===== src/utt_pkg.sv =====
/*
  Package for the USB throughput tuning block: register offset, field
  positions, reset values and the OUT watermark level table.
  Assumes a 32-bit word-addressed register port from the host core.
*/
`default_nettype none
package utt_pkg;
  localparam logic [11:0] UTT_TUNING_OFFSET = 12'h06c;
  localparam int          UTT_WMD_BIT       = 0;
  localparam int          UTT_RBD_BIT       = 1;
  localparam logic [31:0] UTT_TUNING_RESET  = 32'h0000_0003;
  localparam logic [31:0] UTT_TUNING_WMASK  = 32'h0000_0003;
  localparam int          UTT_LEVELS        = 6;
  localparam logic [10:0] UTT_LEVEL_TAB [UTT_LEVELS] = '{
    11'h0bf, 11'h0ff, 11'h17f, 11'h1ff, 11'h27f, 11'h2ff};

  typedef struct packed {
    logic        wr;
    logic        rd;
    logic [11:0] addr;
    logic [31:0] wdata;
  } utt_req_s;

  typedef struct packed {
    logic        valid;
    logic        bulk_or_int;
    logic [10:0] size;
  } utt_pkt_s;
endpackage : utt_pkg
`default_nettype wire


===== src/utt_tuning.sv =====
/*
  Throughput tuning register with the IN ring buffering and OUT watermark
  start decisions it steers.
  Assumes the host core presents register accesses as a one-cycle request
  struct and reports packet progress as synchronous pulses and counts.
*/
`default_nettype none
// Summary of operation
// - The tuning register is a 32-bit read/write word at offset 6Ch with bits 31 to 2 reserved at zero.
// - Bit 1 resets to one and, while zero, lets IN ring buffering run.
// - With ring buffering on, the next IN packet starts as soon as the previous one is received.
// - Bit 0 resets to one and, while zero, puts the OUT watermark into effect.
// - The watermark applies only to bulk and interrupt OUT transfers.
// - With the watermark on, an OUT packet starts once fetched bytes reach the level just below its size, or its full size if no table level is below it.
// - With the strap pin high, the ring buffer disable bit reads one always.
// - With the strap pin high, the watermark disable bit reads one always.
module utt_tuning
  import utt_pkg::*;
#(
  parameter int N_LEVELS = UTT_LEVELS
)
(
  input  wire logic        clk,
  input  wire logic        sys_rst,
  input  wire logic        tuning_strap_pin,
  input  wire utt_req_s    req,
  output logic [31:0]      rdata_r,
  output logic             rvalid_r,
  input  wire logic        in_pkt_done,
  input  wire logic        in_drain_done,
  output logic             in_start_r,
  input  wire utt_pkt_s    out_pkt,
  input  wire logic [10:0] out_fetched,
  output logic             out_start_r,
  output logic             ring_buffer_disable_r,
  output logic             watermark_disable_r
);

  // ---------------------------------------------------------------
  // Parameter check
  // ---------------------------------------------------------------
  // Only the levels held in the package table can be served.
  if (N_LEVELS < 1 || N_LEVELS > UTT_LEVELS) begin : g_bad_levels
    $error("N_LEVELS must lie between 1 and the level table size");
  end

  // ---------------------------------------------------------------
  // Register
  // ---------------------------------------------------------------
  logic hit;
  logic [31:0] reg_view;
  assign hit = (req.addr == UTT_TUNING_OFFSET);

  // Strap forces both disables; reserved bits store nothing and read zero.
  // The strap is also ORed in here so a read in its first cycle shows one.
  always_comb begin
    reg_view = '0;
    reg_view[UTT_RBD_BIT] = ring_buffer_disable_r | tuning_strap_pin;
    reg_view[UTT_WMD_BIT] = watermark_disable_r | tuning_strap_pin;
  end

  always_ff @(posedge clk) begin
    if (sys_rst) begin
      ring_buffer_disable_r <= UTT_TUNING_RESET[UTT_RBD_BIT];
      watermark_disable_r   <= UTT_TUNING_RESET[UTT_WMD_BIT];
    end else if (tuning_strap_pin) begin
      ring_buffer_disable_r <= 1'b1;
      watermark_disable_r   <= 1'b1;
    end else if (req.wr && hit) begin
      ring_buffer_disable_r <= req.wdata[UTT_RBD_BIT];
      watermark_disable_r   <= req.wdata[UTT_WMD_BIT];
    end
  end

  always_ff @(posedge clk) begin
    if (sys_rst) begin
      rdata_r  <= '0;
      rvalid_r <= 1'b0;
    end else begin
      rvalid_r <= req.rd;
      rdata_r  <= (req.rd && hit) ? reg_view : 32'h0000_0000;
    end
  end

  // ---------------------------------------------------------------
  // IN ring buffering
  // ---------------------------------------------------------------
  always_ff @(posedge clk) begin
    if (sys_rst) begin
      in_start_r <= 1'b0;
    end else if (!ring_buffer_disable_r) begin
      in_start_r <= in_pkt_done;
    end else begin
      in_start_r <= in_drain_done;
    end
  end

  // ---------------------------------------------------------------
  // OUT watermark
  // ---------------------------------------------------------------
  logic [10:0] level;
  logic        have_level;
  logic        wm_ok;

  // Largest table level strictly below the packet size.
  always_comb begin
    level      = '0;
    have_level = 1'b0;
    for (int i = 0; i < N_LEVELS; i++) begin
      if (UTT_LEVEL_TAB[i] < out_pkt.size) begin
        level      = UTT_LEVEL_TAB[i];
        have_level = 1'b1;
      end
    end
  end

  assign wm_ok = !watermark_disable_r && out_pkt.bulk_or_int && have_level;

  always_ff @(posedge clk) begin
    if (sys_rst) begin
      out_start_r <= 1'b0;
    end else if (!out_pkt.valid) begin
      out_start_r <= 1'b0;
    end else if (wm_ok) begin
      out_start_r <= (out_fetched >= level);
    end else begin
      out_start_r <= (out_fetched >= out_pkt.size);
    end
  end

  // ---------------------------------------------------------------
  // Checks
  // ---------------------------------------------------------------
  property p_strap_forces;
    @(posedge clk) disable iff (sys_rst)
      tuning_strap_pin |=> ring_buffer_disable_r && watermark_disable_r;
  endproperty
  a_strap_forces: assert property (p_strap_forces) else $error("strap did not force disables");

  property p_reserved_zero;
    @(posedge clk) disable iff (sys_rst)
      (req.rd && hit) |=> rdata_r[31:2] == 30'h0;
  endproperty
  a_reserved_zero: assert property (p_reserved_zero) else $error("reserved bits not zero");

  property p_reset_ones;
    @(posedge clk) $fell(sys_rst) |-> ring_buffer_disable_r && watermark_disable_r;
  endproperty
  a_reset_ones: assert property (p_reset_ones) else $error("disables not one after reset");

  property p_write_wmd;
    @(posedge clk) disable iff (sys_rst)
      (req.wr && hit && !tuning_strap_pin)
        |=> watermark_disable_r == $past(req.wdata[UTT_WMD_BIT]);
  endproperty
  a_write_wmd: assert property (p_write_wmd) else $error("watermark disable write lost");

  property p_ring_start;
    @(posedge clk) disable iff (sys_rst)
      (!ring_buffer_disable_r && in_pkt_done) |=> in_start_r;
  endproperty
  a_ring_start: assert property (p_ring_start) else $error("ring start missing");

  property p_no_ring_when_off;
    @(posedge clk) disable iff (sys_rst)
      (ring_buffer_disable_r && !in_drain_done) |=> !in_start_r;
  endproperty
  a_no_ring_when_off: assert property (p_no_ring_when_off) else $error("early IN start");

  property p_wm_type;
    @(posedge clk) disable iff (sys_rst)
      (out_pkt.valid && !out_pkt.bulk_or_int && out_fetched < out_pkt.size) |=> !out_start_r;
  endproperty
  a_wm_type: assert property (p_wm_type) else $error("watermark used on wrong type");

  property p_wm_start;
    @(posedge clk) disable iff (sys_rst)
      (out_pkt.valid && wm_ok && out_fetched >= level) |=> out_start_r;
  endproperty
  a_wm_start: assert property (p_wm_start) else $error("watermark start missing");

  property p_full_fetch;
    @(posedge clk) disable iff (sys_rst)
      (out_pkt.valid && watermark_disable_r && out_fetched < out_pkt.size) |=> !out_start_r;
  endproperty
  a_full_fetch: assert property (p_full_fetch) else $error("start before full fetch");

  property p_write_rbd;
    @(posedge clk) disable iff (sys_rst)
      (req.wr && hit && !tuning_strap_pin)
        |=> ring_buffer_disable_r == $past(req.wdata[UTT_RBD_BIT]);
  endproperty
  a_write_rbd: assert property (p_write_rbd) else $error("ring disable write lost");

  property p_rvalid_pulse;
    @(posedge clk) disable iff (sys_rst)
      1'b1 |=> rvalid_r == $past(req.rd);
  endproperty
  a_rvalid_pulse: assert property (p_rvalid_pulse) else $error("read answer not one cycle");

  property p_write_miss;
    @(posedge clk) disable iff (sys_rst)
      (req.wr && req.addr != UTT_TUNING_OFFSET && !tuning_strap_pin)
        |=> $stable(ring_buffer_disable_r) && $stable(watermark_disable_r);
  endproperty
  a_write_miss: assert property (p_write_miss) else $error("write to other offset landed");

  property p_strap_reads_one;
    @(posedge clk) disable iff (sys_rst)
      (tuning_strap_pin && req.rd && hit)
        |=> rdata_r[UTT_WMD_BIT] && rdata_r[UTT_RBD_BIT];
  endproperty
  a_strap_reads_one: assert property (p_strap_reads_one) else $error("strap read not one");

  property p_ring_idle;
    @(posedge clk) disable iff (sys_rst)
      (!ring_buffer_disable_r && !in_pkt_done) |=> !in_start_r;
  endproperty
  a_ring_idle: assert property (p_ring_idle) else $error("IN start without packet");

  property p_drain_start;
    @(posedge clk) disable iff (sys_rst)
      (ring_buffer_disable_r && in_drain_done) |=> in_start_r;
  endproperty
  a_drain_start: assert property (p_drain_start) else $error("IN start after drain missing");

  property p_below_levels;
    @(posedge clk) disable iff (sys_rst)
      (out_pkt.valid && out_fetched < UTT_LEVEL_TAB[0] && out_fetched < out_pkt.size)
        |=> !out_start_r;
  endproperty
  a_below_levels: assert property (p_below_levels) else $error("OUT start below levels");

endmodule : utt_tuning
`default_nettype wire


===== config.mk =====
export PLATFORM = sky130hd
export DESIGN_NAME = utt_tuning
export DESIGN_NICKNAME = d
export VERILOG_FILES = /design/src/utt_pkg.sv /design/src/utt_tuning.sv
export SDC_FILE = /design/constraint.sdc
export NUM_CORES = 1
export LEC_CHECK = 0
export BUFFER_PORTS_ARGS = -buffer_cell sky130_fd_sc_hd__buf_4
export CAP_MARGIN = 10
export CORE_ASPECT_RATIO = 1.1
export CORE_MARGIN = 2
export CORE_UTILIZATION = 35
export CTS_CLUSTER_SIZE = 20
export DETAILED_ROUTE_END_ITERATION = 7
export GPL_TIMING_DRIVEN = 0
export HOLD_SLACK_MARGIN = 0.05
export PLACE_DENSITY = 0.81
export SLEW_MARGIN = 20
export SYNTH_ARGS = -nofsm -noshare
export SYNTH_HDL_FRONTEND = slang
export SYNTH_SLANG_ARGS = --single-unit

===== constraint.sdc =====
create_clock -name clk -period 2.6 [get_ports clk]
set_input_delay 0.13 -clock clk [delete_from_list [all_inputs] [get_ports clk]]
set_output_delay 0.13 -clock clk [all_outputs]
set_load 0.01 [all_outputs]

# Yosys cells after proc, flatten, opt, wreduce, memory -nomap -nowiden
# Cells that the tools add are included.
# word_totals
ff_bits,37
out_inout_bits,37
elab_cells,42
# classes
magnitude_cmp,8
eq_ne,1
n_mux,14
n_bitwise,4
reduce_logical,8
# op_table
cell,count
2-to-1 mux 11 bit,5
greater-or-equal comparator 11 bit,2
< comparator 10 x 11 -> 1 bit (first input constant),2
< comparator 8 x 11 -> 1 bit (first input constant),2
< comparator 9 x 11 -> 1 bit (first input constant),2
== test 12 x 7 -> 1 bit (second input constant),1
2-to-1 mux 1 bit,8
2-to-1 mux 8 bit,1
OR reduction 2 bit,3
logical AND 1 bit,4
NOT 1 bit,2
bitwise OR 1 bit,2
zero test 1 bit,1

# Logic depth before layout (Yosys ltp)
# Gate-level depths: netlist of run 1.
# logic_depth
ltp_word,9
ltp_mapped,8
mapped_depth_nobuf,8

# Worst setup path before layout of run 1
# OpenSTA, ideal clock, no wires.
# synth_path
path_kind,input to register
start,in out_pkt[10] in the netlist's numbering
end,reg out_start_r
setup_ns,0.136
arrival_ns,1.261
required_time_ns,2.464
path_slack_ns,1.202
cell_stages,8
n_path_buf,0
path_cell_list,nor3_1 > nand2_1 > inv_1 > ha_1 > a21oi_1 > a21oi_1 > o21ai_0 > a32oi_1
# synth_via
elab_chain_cells,9
# synth_rtl
element,line,text
"start, declared",utt_tuning.sv:32,"input wire utt_pkt_s out_pkt,"
< comparator 8 x 11 -> 1 bit,utt_tuning.sv:110,if (UTT_LEVEL_TAB[i] < out_pkt.size) begin
2-to-1 mux 8 bit or 2-to-1 mux 1 bit (tied branches),utt_tuning.sv:110,
2-to-1 mux 11 bit or 2-to-1 mux 1 bit (tied branches) (5 in a row),utt_tuning.sv:110,
greater-or-equal comparator 11 bit or logical AND 1 bit (tied branches),"utt_tuning.sv:125, utt_tuning.sv:117",
2-to-1 mux 1 bit *,utt_tuning.sv:124,end else if (wm_ok) begin
"end signal, assigned",utt_tuning.sv:125,out_start_r <= (out_fetched >= level);
"end signal, assigned",utt_tuning.sv:127,out_start_r <= (out_fetched >= out_pkt.size);
"end, declared",utt_tuning.sv:34,"output logic out_start_r,"
# Mark *: on every way between the ends. The rest lies on a longest branch, timed or not.
# A chain may end at the register's enable or synchronous reset.

# Final worst setup path of run 1
# layout_path
start,in out_pkt[9] in the netlist's numbering
end,reg out_start_r
# The elaborated chain is that of the path after synthesis.

==> run metrics, run 1 <==
run status=complete, no violations; worst hold start=tuning_strap_pin; RePlAce Congestion=around 0.77; leakage power=0.943 nW; power density over the cells=245 mW/mm2; post-synthesis compound-gate area fraction=between 10% and 20%; GRT Total Usage=12.6%; Remaining DRCs=0; die height=~61 um; Yosys reg bits=7; unrepaired setup endpoints after global routing=no; placed cell areas=0.00157 mm2; clock sink total=7; Initial DRT Pass Iterations=4; Routed Antenna Nets=0; Area Overhead vs Synth=54.1%; clk slew on worst S/H paths=60 ps; Routed WL=2150 um; Setup Fix Bufs, Post-CTS=0; TritonCTS clock tree=yes; HPWL Detailed=2000 um; TritonCTS buffer count=3; worst min-delay path class=input port to register; Synth Warn #=0; pre-CTS worst setup slack=slightly below 900 ps; highest ir drop seen on vdd=0.000216 V; CP max-delay cell=ha_1; vias in the first global route=slightly above 900; drt wl/cell=around 8.6 um; core box area=0.00280 mm2; vias per cell=between 4 and 5; Via Count=1060; Initial DRC Count=9; diodes inserted=0; Synth cell types=27; CP endpoint kind=register; GRT Residual Overflow=0; Startpoint Class=input port; most frequent CP cell=a21oi_1; CP Cell Sequence=buf_4, nor3_1, nand2_1, inv_1, ha_1, a21oi_1, a21oi_1, o21ai_0, a32oi_1; Clock Latency Late Sink=250 ps; Slew Limit Fails=0; Critical Path RT=2710 ps; Mapped Area=around 0.0010 mm2; XOR/XNOR Fraction of Synth Area=0%; initial antenna violation count=0; post-synthesis simple-gate area fraction=between 15 and 20%; clock skew=~8.6 ps; CTS resizes=0; post-synthesis cell count=133; R2R Path Start=watermark_disable_r$_SDFFE_PP1P_; Max FO, Critical Path=6; WP data arrival=1590 ps; sequential cell area=140 um2; IO Pins=112; # Max-Cap Violations=0; setup ws final=1120 ps; pin count of the biggest net entering global routing=7; Nets=314; Starting Density=37.0%; die width=approximately 56 um; fraction of layout cells with a size suffix above 1=around two fifths; area of the multi-input gates=between 700 and 800 um2; critical path startpoint=out_pkt[9]; first-pass GRT wire length=3480 um; Adder-Cell Fraction of Synth Area=25.4%; die area=about 0.0034 mm2; largest family of logic cells by synthesized area=buffers and inverters; max frequency=676 MHz; TNS Setup=0 ps; cell area after layout=0.00160 mm2; CTS H-tree lvls=1; final hold vios=0; total power=0.392 mW; mux contribution to synthesized area=2.90%; CTS Root Buffer Type=clkbuf_4; register area share after synthesis=13.5%; minimum clock period=1480 ps; PortBufs=51; fin crit share=56.9%; Hold-fix buffers, CTS=0; critical path type=input port to register; Cell Rows=20; syn avg cell area=around 8 um2; Fillers=about 270; clk buf depth=2; max incr delay on CP=280 ps; Final Setup Violations=0
## worst max-delay path: cells and delay by family
kind / cells / cell delay (ps)
and+or+nand+nor: 2 / 360
adders and majority gates: 1 / 280
AOI/OAI and AO/OA: 4 / 490
buffers and inverters: 2 / 320
## cell families (layout without fill, tap and decap cells)
family | after synthesis | after routing
AO/OA/AOI/OAI | 21 | 21
adder cells (fa/ha/maj) | 21 | 21
buffers and inverters | 43 | 98
flip-flops | 7 | 7
multiplexers | 3 | 3
other | 1 | 30
AND/OR/NAND/NOR | 37 | 37
## registers in the layout, indices dropped and copies added, names as in the netlist
name and cells:
rdata_r 2, in_start_r 1, out_start_r 1, ring_buffer_disable_r 1, rvalid_r 1, watermark_disable_r 1
## cell type report
type | count | share of cell area [%]
multi-input cells | 112 | 45.8
repair buffers | 51 | 24.0
plain buffers | 30 | 14.1
flip-flops and latches | 7 | 8.78
inverters | 13 | 3.06
well taps | 33 | 2.59
clock buffers | 3 | 1.41
clock inverters | 1 | 0.313
## per-stage QoR
step | hold slack, ps | utilization [%] | std cells
final | 85.3 | 57.0 | 250
after global routing | 70.6 | 57.0 | 250
after CTS | 81.3 | 57.0 | 250
after detailed placement | 340 | 56.0 | 246
after global placement | 335 | 56.0 | 246
after floorplan | 202 | - | 162
## power by group
| group | switching, mW | internal, mW | total (mW) |
|---|---|---|---|
| sequential | 0.000698 | 0.110 | 0.110 |
| combinational | 0.0771 | 0.105 | 0.182 |
| clock | 0.0425 | 0.0563 | 0.0988 |
## layout by cell type (no fill, tap or decap), types with 3 or more instances in the layout
| cell type | Yosys | routed |
|---|---|---|
| buf_4 | 30 | 81 |
| nand2_1 | 9 | 9 |
| a21oi_1 | 5 | 5 |
| nor2_1 | 12 | 12 |
| clkbuf_4 | 0 | 3 |
| dfxtp_1 | 7 | 7 |
| conb_1 | 1 | 30 |
| a211oi_1 | 5 | 5 |
| inv_1 | 13 | 13 |
| o21ai_0 | 6 | 6 |
| ha_1 | 21 | 21 |
| mux2i_1 | 3 | 3 |
| nand4_1 | 3 | 3 |
## path summary, 6_finish.rpt
| path | endpoint | slack, ps | cells after the start |
|---|---|---|---|
| worst min-delay path | ring_buffer_disable_r$_SDFFE_PP1P_ | 90 | 3 |
| worst max register to register | out_start_r$_SDFF_PP0_ | 1540 | 3 |
| worst max-delay path | out_start_r$_SDFF_PP0_ | 1120 | 9 |
| worst min register to register | rdata_r[0]$_SDFF_PP0_ | 540 | 2 |
## Yosys cell counts
| master | number | area, um2 |
|---|---|---|
| a211oi_1 | 5 | 37.5 |
| a21o_1 | 1 | 7.51 |
| a21oi_1 | 5 | 25.0 |
| a32oi_1 | 1 | 8.76 |
| and4b_1 | 1 | 10.0 |
| buf_4 | 30 | 225 |
| conb_1 | 1 | 3.75 |
| dfxtp_1 | 7 | 140 |
| ha_1 | 21 | 263 |
| inv_1 | 13 | 48.8 |
| mux2i_1 | 3 | 30.0 |
| nand2_1 | 9 | 33.8 |
| nand2b_1 | 2 | 12.5 |
| nand3_1 | 1 | 5.00 |
| nand4_1 | 3 | 18.8 |
| nand4b_1 | 1 | 8.76 |
| nor2_1 | 12 | 45.0 |
| nor2b_1 | 1 | 6.26 |
| nor3_1 | 2 | 10.0 |
| nor3_2 | 1 | 10.0 |
| nor3b_1 | 2 | 15.0 |
| o21a_1 | 1 | 7.51 |
| o21ai_0 | 6 | 30.0 |
| o311ai_0 | 1 | 8.76 |
| o31ai_1 | 1 | 7.51 |
| or4_1 | 1 | 7.51 |
| or4b_1 | 1 | 10.0 |
## routing by layer
layer  global-route usage (%)  vias to the layer above  part of all wire [%]
met5                        0                        -                     0
met4                     4.76                        0                  0.56
met3                     3.36                        2                    10
met2                     24.1                       48                    50
met1                     13.6                      440                    39
li1                         -                      570                     -
No activity file was read; power rests on OpenSTA's default activity.
==> inputs of run 2 (changes only) <==
CORE_UTILIZATION = 31   (was 35)
PLACE_DENSITY = 0.76   (was 0.81)
clock period = 1.3 ns   (was 2.6 ns; I/O delays follow)
==> run 2 against run 1 <==
Net effect: the run now ends with design-rule violations left; total power rose by 110%; routed wire length grew 8.0%; clock skew is 8.0 ps lower; clock power up 99%; count of clock-buffer cells in the layout rose by 1; hold slack worse by 36 ps; critical endpoint unchanged; highest routed layer unchanged.
==> run metrics, run 2 (same netlist as run 1, synthesis figures left out) <==
die area=0.00382 mm2; fin crit share=a little over nine tenths; leakage power=0.971 nW; Largest Register=rdata_r; Area Overhead vs Synth=62.3%; GRT Total Usage=a little under an eighth; max reg flops=2; IO Pins=112; max frequency=~820 MHz; R2R Setup Slk=280 ps; Initial DRT Pass Iterations=6; Max FO, Critical Path=6; CP max-delay cell=ha_1; Initial DRC Count=21; Slew Limit Fails=0; RePlAce Congestion=about 0.76; TritonCTS clock tree=yes; first-pass GRT wire length=3590 um; Cell Rows=22; clk slew on worst S/H paths=~50 ps; CTS Root Buffer Type=clkbuf_4; CP endpoint kind=register; fraction of layout cells with a size suffix above 1=42.2%; run status=finished, violations left; TritonCTS buffer count=3; CTS H-tree lvls=1; diodes inserted=0; GRT Residual Overflow=0; minimum clock period=1220 ps; violated checks=design-rule violations; Nets=320; Routed WL=2320 um; CP Cell Sequence=buf_4, nor3_4, nand2_2, inv_4, ha_1, a21oi_1, a21oi_2, o21ai_1, a32oi_1; critical path startpoint=out_pkt[8]; Final Setup Violations=0; WP data arrival=1340 ps; worst min-delay path class=input port to register; Remaining DRCs=1; HPWL Detailed=2040 um; vias in the first global route=between 900 and 1000; Starting Density=a little under a third; commonest non-fill, non-tap cells in the layout=buf_4, conb_1, ha_1, inv_1, nor2_1; final cell count without fillers=259; pin count of the biggest net entering global routing=7; commonest non-fill, non-tap cell in the layout=buf_4; Routed Antenna Nets=0; vias per cell=4.24; dpl cells=249; die width=59.1 um; clock skew=0.568 ps; drt wl/cell=8.95 um; core box area=0.00328 mm2; Fillers=327; power density over the cells=480 mW/mm2; Via Count=~1100; R2R Path Start=watermark_disable_r$_SDFFE_PP1P_; Critical Path RT=1420 ps; worst reg-to-reg path cell count=3; clock sink total=7; PortBufs=51; clk buf depth=2; worst hold start=in_pkt_done; max incr delay on CP=240 ps; initial antenna violation count=0; TNS Setup=0 ps; Startpoint Class=input port; WHS Path Cells=3; die height=64.6 um; highest ir drop seen on vdd=0.000188 V; critical path type=input port to register; # Max-Cap Violations=0; final hold vios=0; Clock Latency Late Sink=250 ps
-- run 2: changes by cell type in the layout (fill, tap and decap cells not counted), sizes merged --
| cell | change |
|---|---|
| clkbuf | +1 |
| dlygate4sd3 | +3 |
| clkinv | -1 |
| buf | +3 |
-- run 2: where the power goes --
group          leakage (nW)  internal (mW)  switching, mW
combinational         0.899          0.224          0.165
sequential           0.0571          0.220        0.00117
clock                0.0150          0.117         0.0795
-- run 2: critical path, delay by kind of cell --
kind                     cells  cell delay [ps]
adder cells (fa/ha/maj)      1              240
AND/OR/NAND/NOR              2              310
buffers and inverters        2              230
AO/OA/AOI/OAI                4              480
-- run 2: final timing paths --
path | endpoint
setup / recovery | out_start_r$_SDFF_PP0_
hold / removal | in_start_r$_SDFF_PP0_
setup reg to reg | out_start_r$_SDFF_PP0_
hold reg to reg | rdata_r[0]$_SDFF_PP0_
-- run 2: cell type report --
cell class | instances | area, um2 | share of cell area, %
Multi-Input combinational cell | 112 | 758 | 45.1
Inverter | 13 | 51.3 | 3.05
Timing Repair Buffer | 57 | 435 | 25.9
Tap cell | 36 | 45.0 | 2.68
Buffer | 30 | 225 | 13.4
Sequential cell | 7 | 140 | 8.33
Clock buffer | 4 | 26.3 | 1.56
-- run 2: metrics by stage --
| step | hold WS, ps | worst slack, ps | util [%] | total power [mW] | instance area, um2 |
|---|---|---|---|---|---|
| 5_1_grt | 76.1 | -2.02 | 51.3 | 0.870 | 1680 |
| 6_report | 49.8 | 82.0 | 51.3 | 0.807 | 1680 |
| 3_5_place_dp | 273 | -324 | 48.0 | 0.587 | 1570 |
| 4_1_cts | 50.8 | 1.36 | 50.1 | 0.796 | 1640 |
| 2_1_floorplan | 137 | 10.4 | - | 0.442 | 1140 |
| 3_3_place_gp | 271 | -326 | 48.0 | 0.581 | 1570 |
-- run 2: what timing repair did --
action	in CTS	in global routing
setup buffers	1	2
gates resized for setup	1	7
setup endpoints to repair	1	1
endpoints found under the hold margin	6	0
hold buffers	3	0
pin swaps	0	2
-- run 2: layer usage --
layer	up-vias	global-route usage, %	wire (um)
met5	-	0	0
met4	0	4.55	4
met2	50	21.1	1230
li1	586	-	-
met3	2	3.99	222
met1	460	12.5	863
==> inputs of run 3 (changes only) <==
RECOVER_POWER = 25   (was not set)
SLEW_MARGIN = 10   (was 20)
==> run 3 against run 2 <==
Net effect: the flow still finishes with violations (design-rule violations); fmax about the same; clock power about the same; via count unchanged.
==> run metrics, run 3 (same netlist as run 1, synthesis figures left out) <==
clock sink total=7; Largest Register=rdata_r; R2R Setup Slk=approximately 280 ps; PortBufs=slightly above 50; worst reg-to-reg path cell count=3; RePlAce Congestion=roughly 0.76; Startpoint Class=input port; WHS Path Cells=3; wire length on met2=1230 um; die area=0.00382 mm2; met3 routed WL=227 um; clock skew=0.732 ps; CP endpoint kind=register; placed cell areas=0.00157 mm2; GRT Total Usage=11.8%; initial antenna violation count=0; vias in the first global route=966; max reg flops=2; CTS H-tree lvls=1; violated checks=design-rule violations; Clock Power Share=24.5%; worst min-delay path class=input port to register; CTS Root Buffer Type=clkbuf_4; Remaining DRCs=1; DRT met1 WL=861 um; max incr delay on CP=240 ps; Area Overhead vs Synth=61.2%; first-pass GRT wire length=3590 um; # Max-Cap Violations=0; area of the multi-input gates=758 um2; Routed Antenna Nets=0; HPWL Detailed=2040 um; critical path type=input port to register; TritonCTS clock tree=yes; pre-CTS worst setup slack=-324 ps; Initial DRT Pass Iterations=6; power density over the cells=481 mW/mm2; Via Count=1098; Clock Latency Late Sink=about 250 ps; Initial DRC Count=20; CP Cell Sequence=buf_4, nor3_4, nand2_2, inv_4, ha_1, a21oi_1, a21oi_2, o21ai_1, a32oi_1; worst hold start=in_pkt_done; minimum clock period=1220 ps; clk slew on worst S/H paths=around 50 ps; run status=finished, violations left; cell area after layout=0.00167 mm2; Critical Path RT=1420 ps; reg2reg end=out_start_r$_SDFF_PP0_; IO Pins=112; fin crit share=93.7%; die width=between 50 and 60 um; die height=64.6 um; Routed WL=2320 um; leakage power=0.960 nW; fraction of layout cells with a size suffix above 1=40.8%; Logic pwr share=48.0%; final hold vios=0; Nets=320; Starting Density=31.6%; hold slack=between 40 and 50 ps; end of the worst hold path=in_start_r$_SDFF_PP0_; Final Setup Violations=0; CP max-delay cell=ha_1; diodes inserted=0; commonest non-fill, non-tap cells in the layout=buf_4, conb_1, ha_1, inv_1, nor2_1; GRT Residual Overflow=0; TritonCTS buffer count=3; vias per cell=4.24; pin count of the biggest net entering global routing=7; setup ws final=82.0 ps; sequential group share of total power=roughly 28%; R2R Path Start=watermark_disable_r$_SDFFE_PP1P_; highest ir drop seen on vdd=0.000187 V; Slew Limit Fails=0; Cell Rows=22; max frequency=821 MHz; Fillers=331; clk buf depth=2; drt wl/cell=approximately 9 um; sequential cell area=140 um2; commonest non-fill, non-tap cell in the layout=buf_4; WP data arrival=1340 ps; core box area=roughly 0.0033 mm2; Net Sw Frac=about 31%; cell-internal power=0.557 mW; Psw=0.246 mW; Max Used Layer=met4; Max FO, Critical Path=6
[run 3: cell types whose count changed in the layout (fill, tap and decap cells not counted)]
cell / previous run / this run
buf_4: 84 / 81
clkbuf_1: 1 / 4
[run 3: routing by layer]
layer,up-vias,track usage [%]
met2,50,21.1
li1,586,-
met4,0,4.55
met3,2,3.99
met1,460,12.5
met5,-,0
[run 3: worst max-delay path: cells and delay by family]
family | cells | cell delay, ps
AOI/OAI and AO/OA | 4 | 480
adders and majority gates | 1 | 240
buffers and inverters | 2 | 230
and+or+nand+nor | 2 | 310
[run 3: worst max-delay path by stage]
| stage | to | from | slack (ps) |
|---|---|---|---|
| 6_report | out_start_r$_SDFF_PP0_ | out_pkt[8] | 80 |
| 5_1_grt | out_start_r$_SDFF_PP0_ | out_pkt[8] | -2 |
| 4_1_cts | out_start_r$_SDFF_PP0_ | out_pkt[10] | 1 |
| 3_5_place_dp | out_start_r$_SDFF_PP0_ | out_pkt[9] | -320 |
| 3_3_place_gp | out_start_r$_SDFF_PP0_ | out_pkt[9] | -330 |
| 2_1_floorplan | out_start_r$_SDFF_PP0_ | out_pkt[10] | 10 |
[run 3: metrics by stage]
stage	TNS (ps)	cells	total power, mW	util (%)
6_report	0	259	0.803	51.0
5_1_grt	-2.02	259	0.865	51.0
4_1_cts	0	257	0.796	50.1
3_5_place_dp	-525	249	0.587	48.0
3_3_place_gp	-494	249	0.581	48.0
2_1_floorplan	0	162	0.442	-
[run 3: what timing repair did]
action / 4_1_cts / 5_1_grt
hold buffers: 3 / 0
gates resized for setup: 1 / 7
buffers inserted: 1 / 2
pin swaps: 0 / 2
hold endpoints to repair: 6 / 0
setup endpoints to repair: 1 / 1
[run 3: final cells by class]
cell class	instances	area share (%)
Multi-Input combinational cell	112	45.4
Timing Repair Buffer	57	25.4
Buffer	30	13.5
Sequential cell	7	8.39
Inverter	13	3.07
Tap cell	36	2.70
Clock buffer	4	1.57
[run 3: power by group through the flow]
stage	clock (mW)	combinational [mW]	sequential, mW
floorplan	0	0.213	0.228
finish	0.196	0.386	0.221
global placement	0	0.356	0.225
detailed placement	0	0.361	0.226
global route	0.215	0.429	0.221
CTS	0.202	0.373	0.221
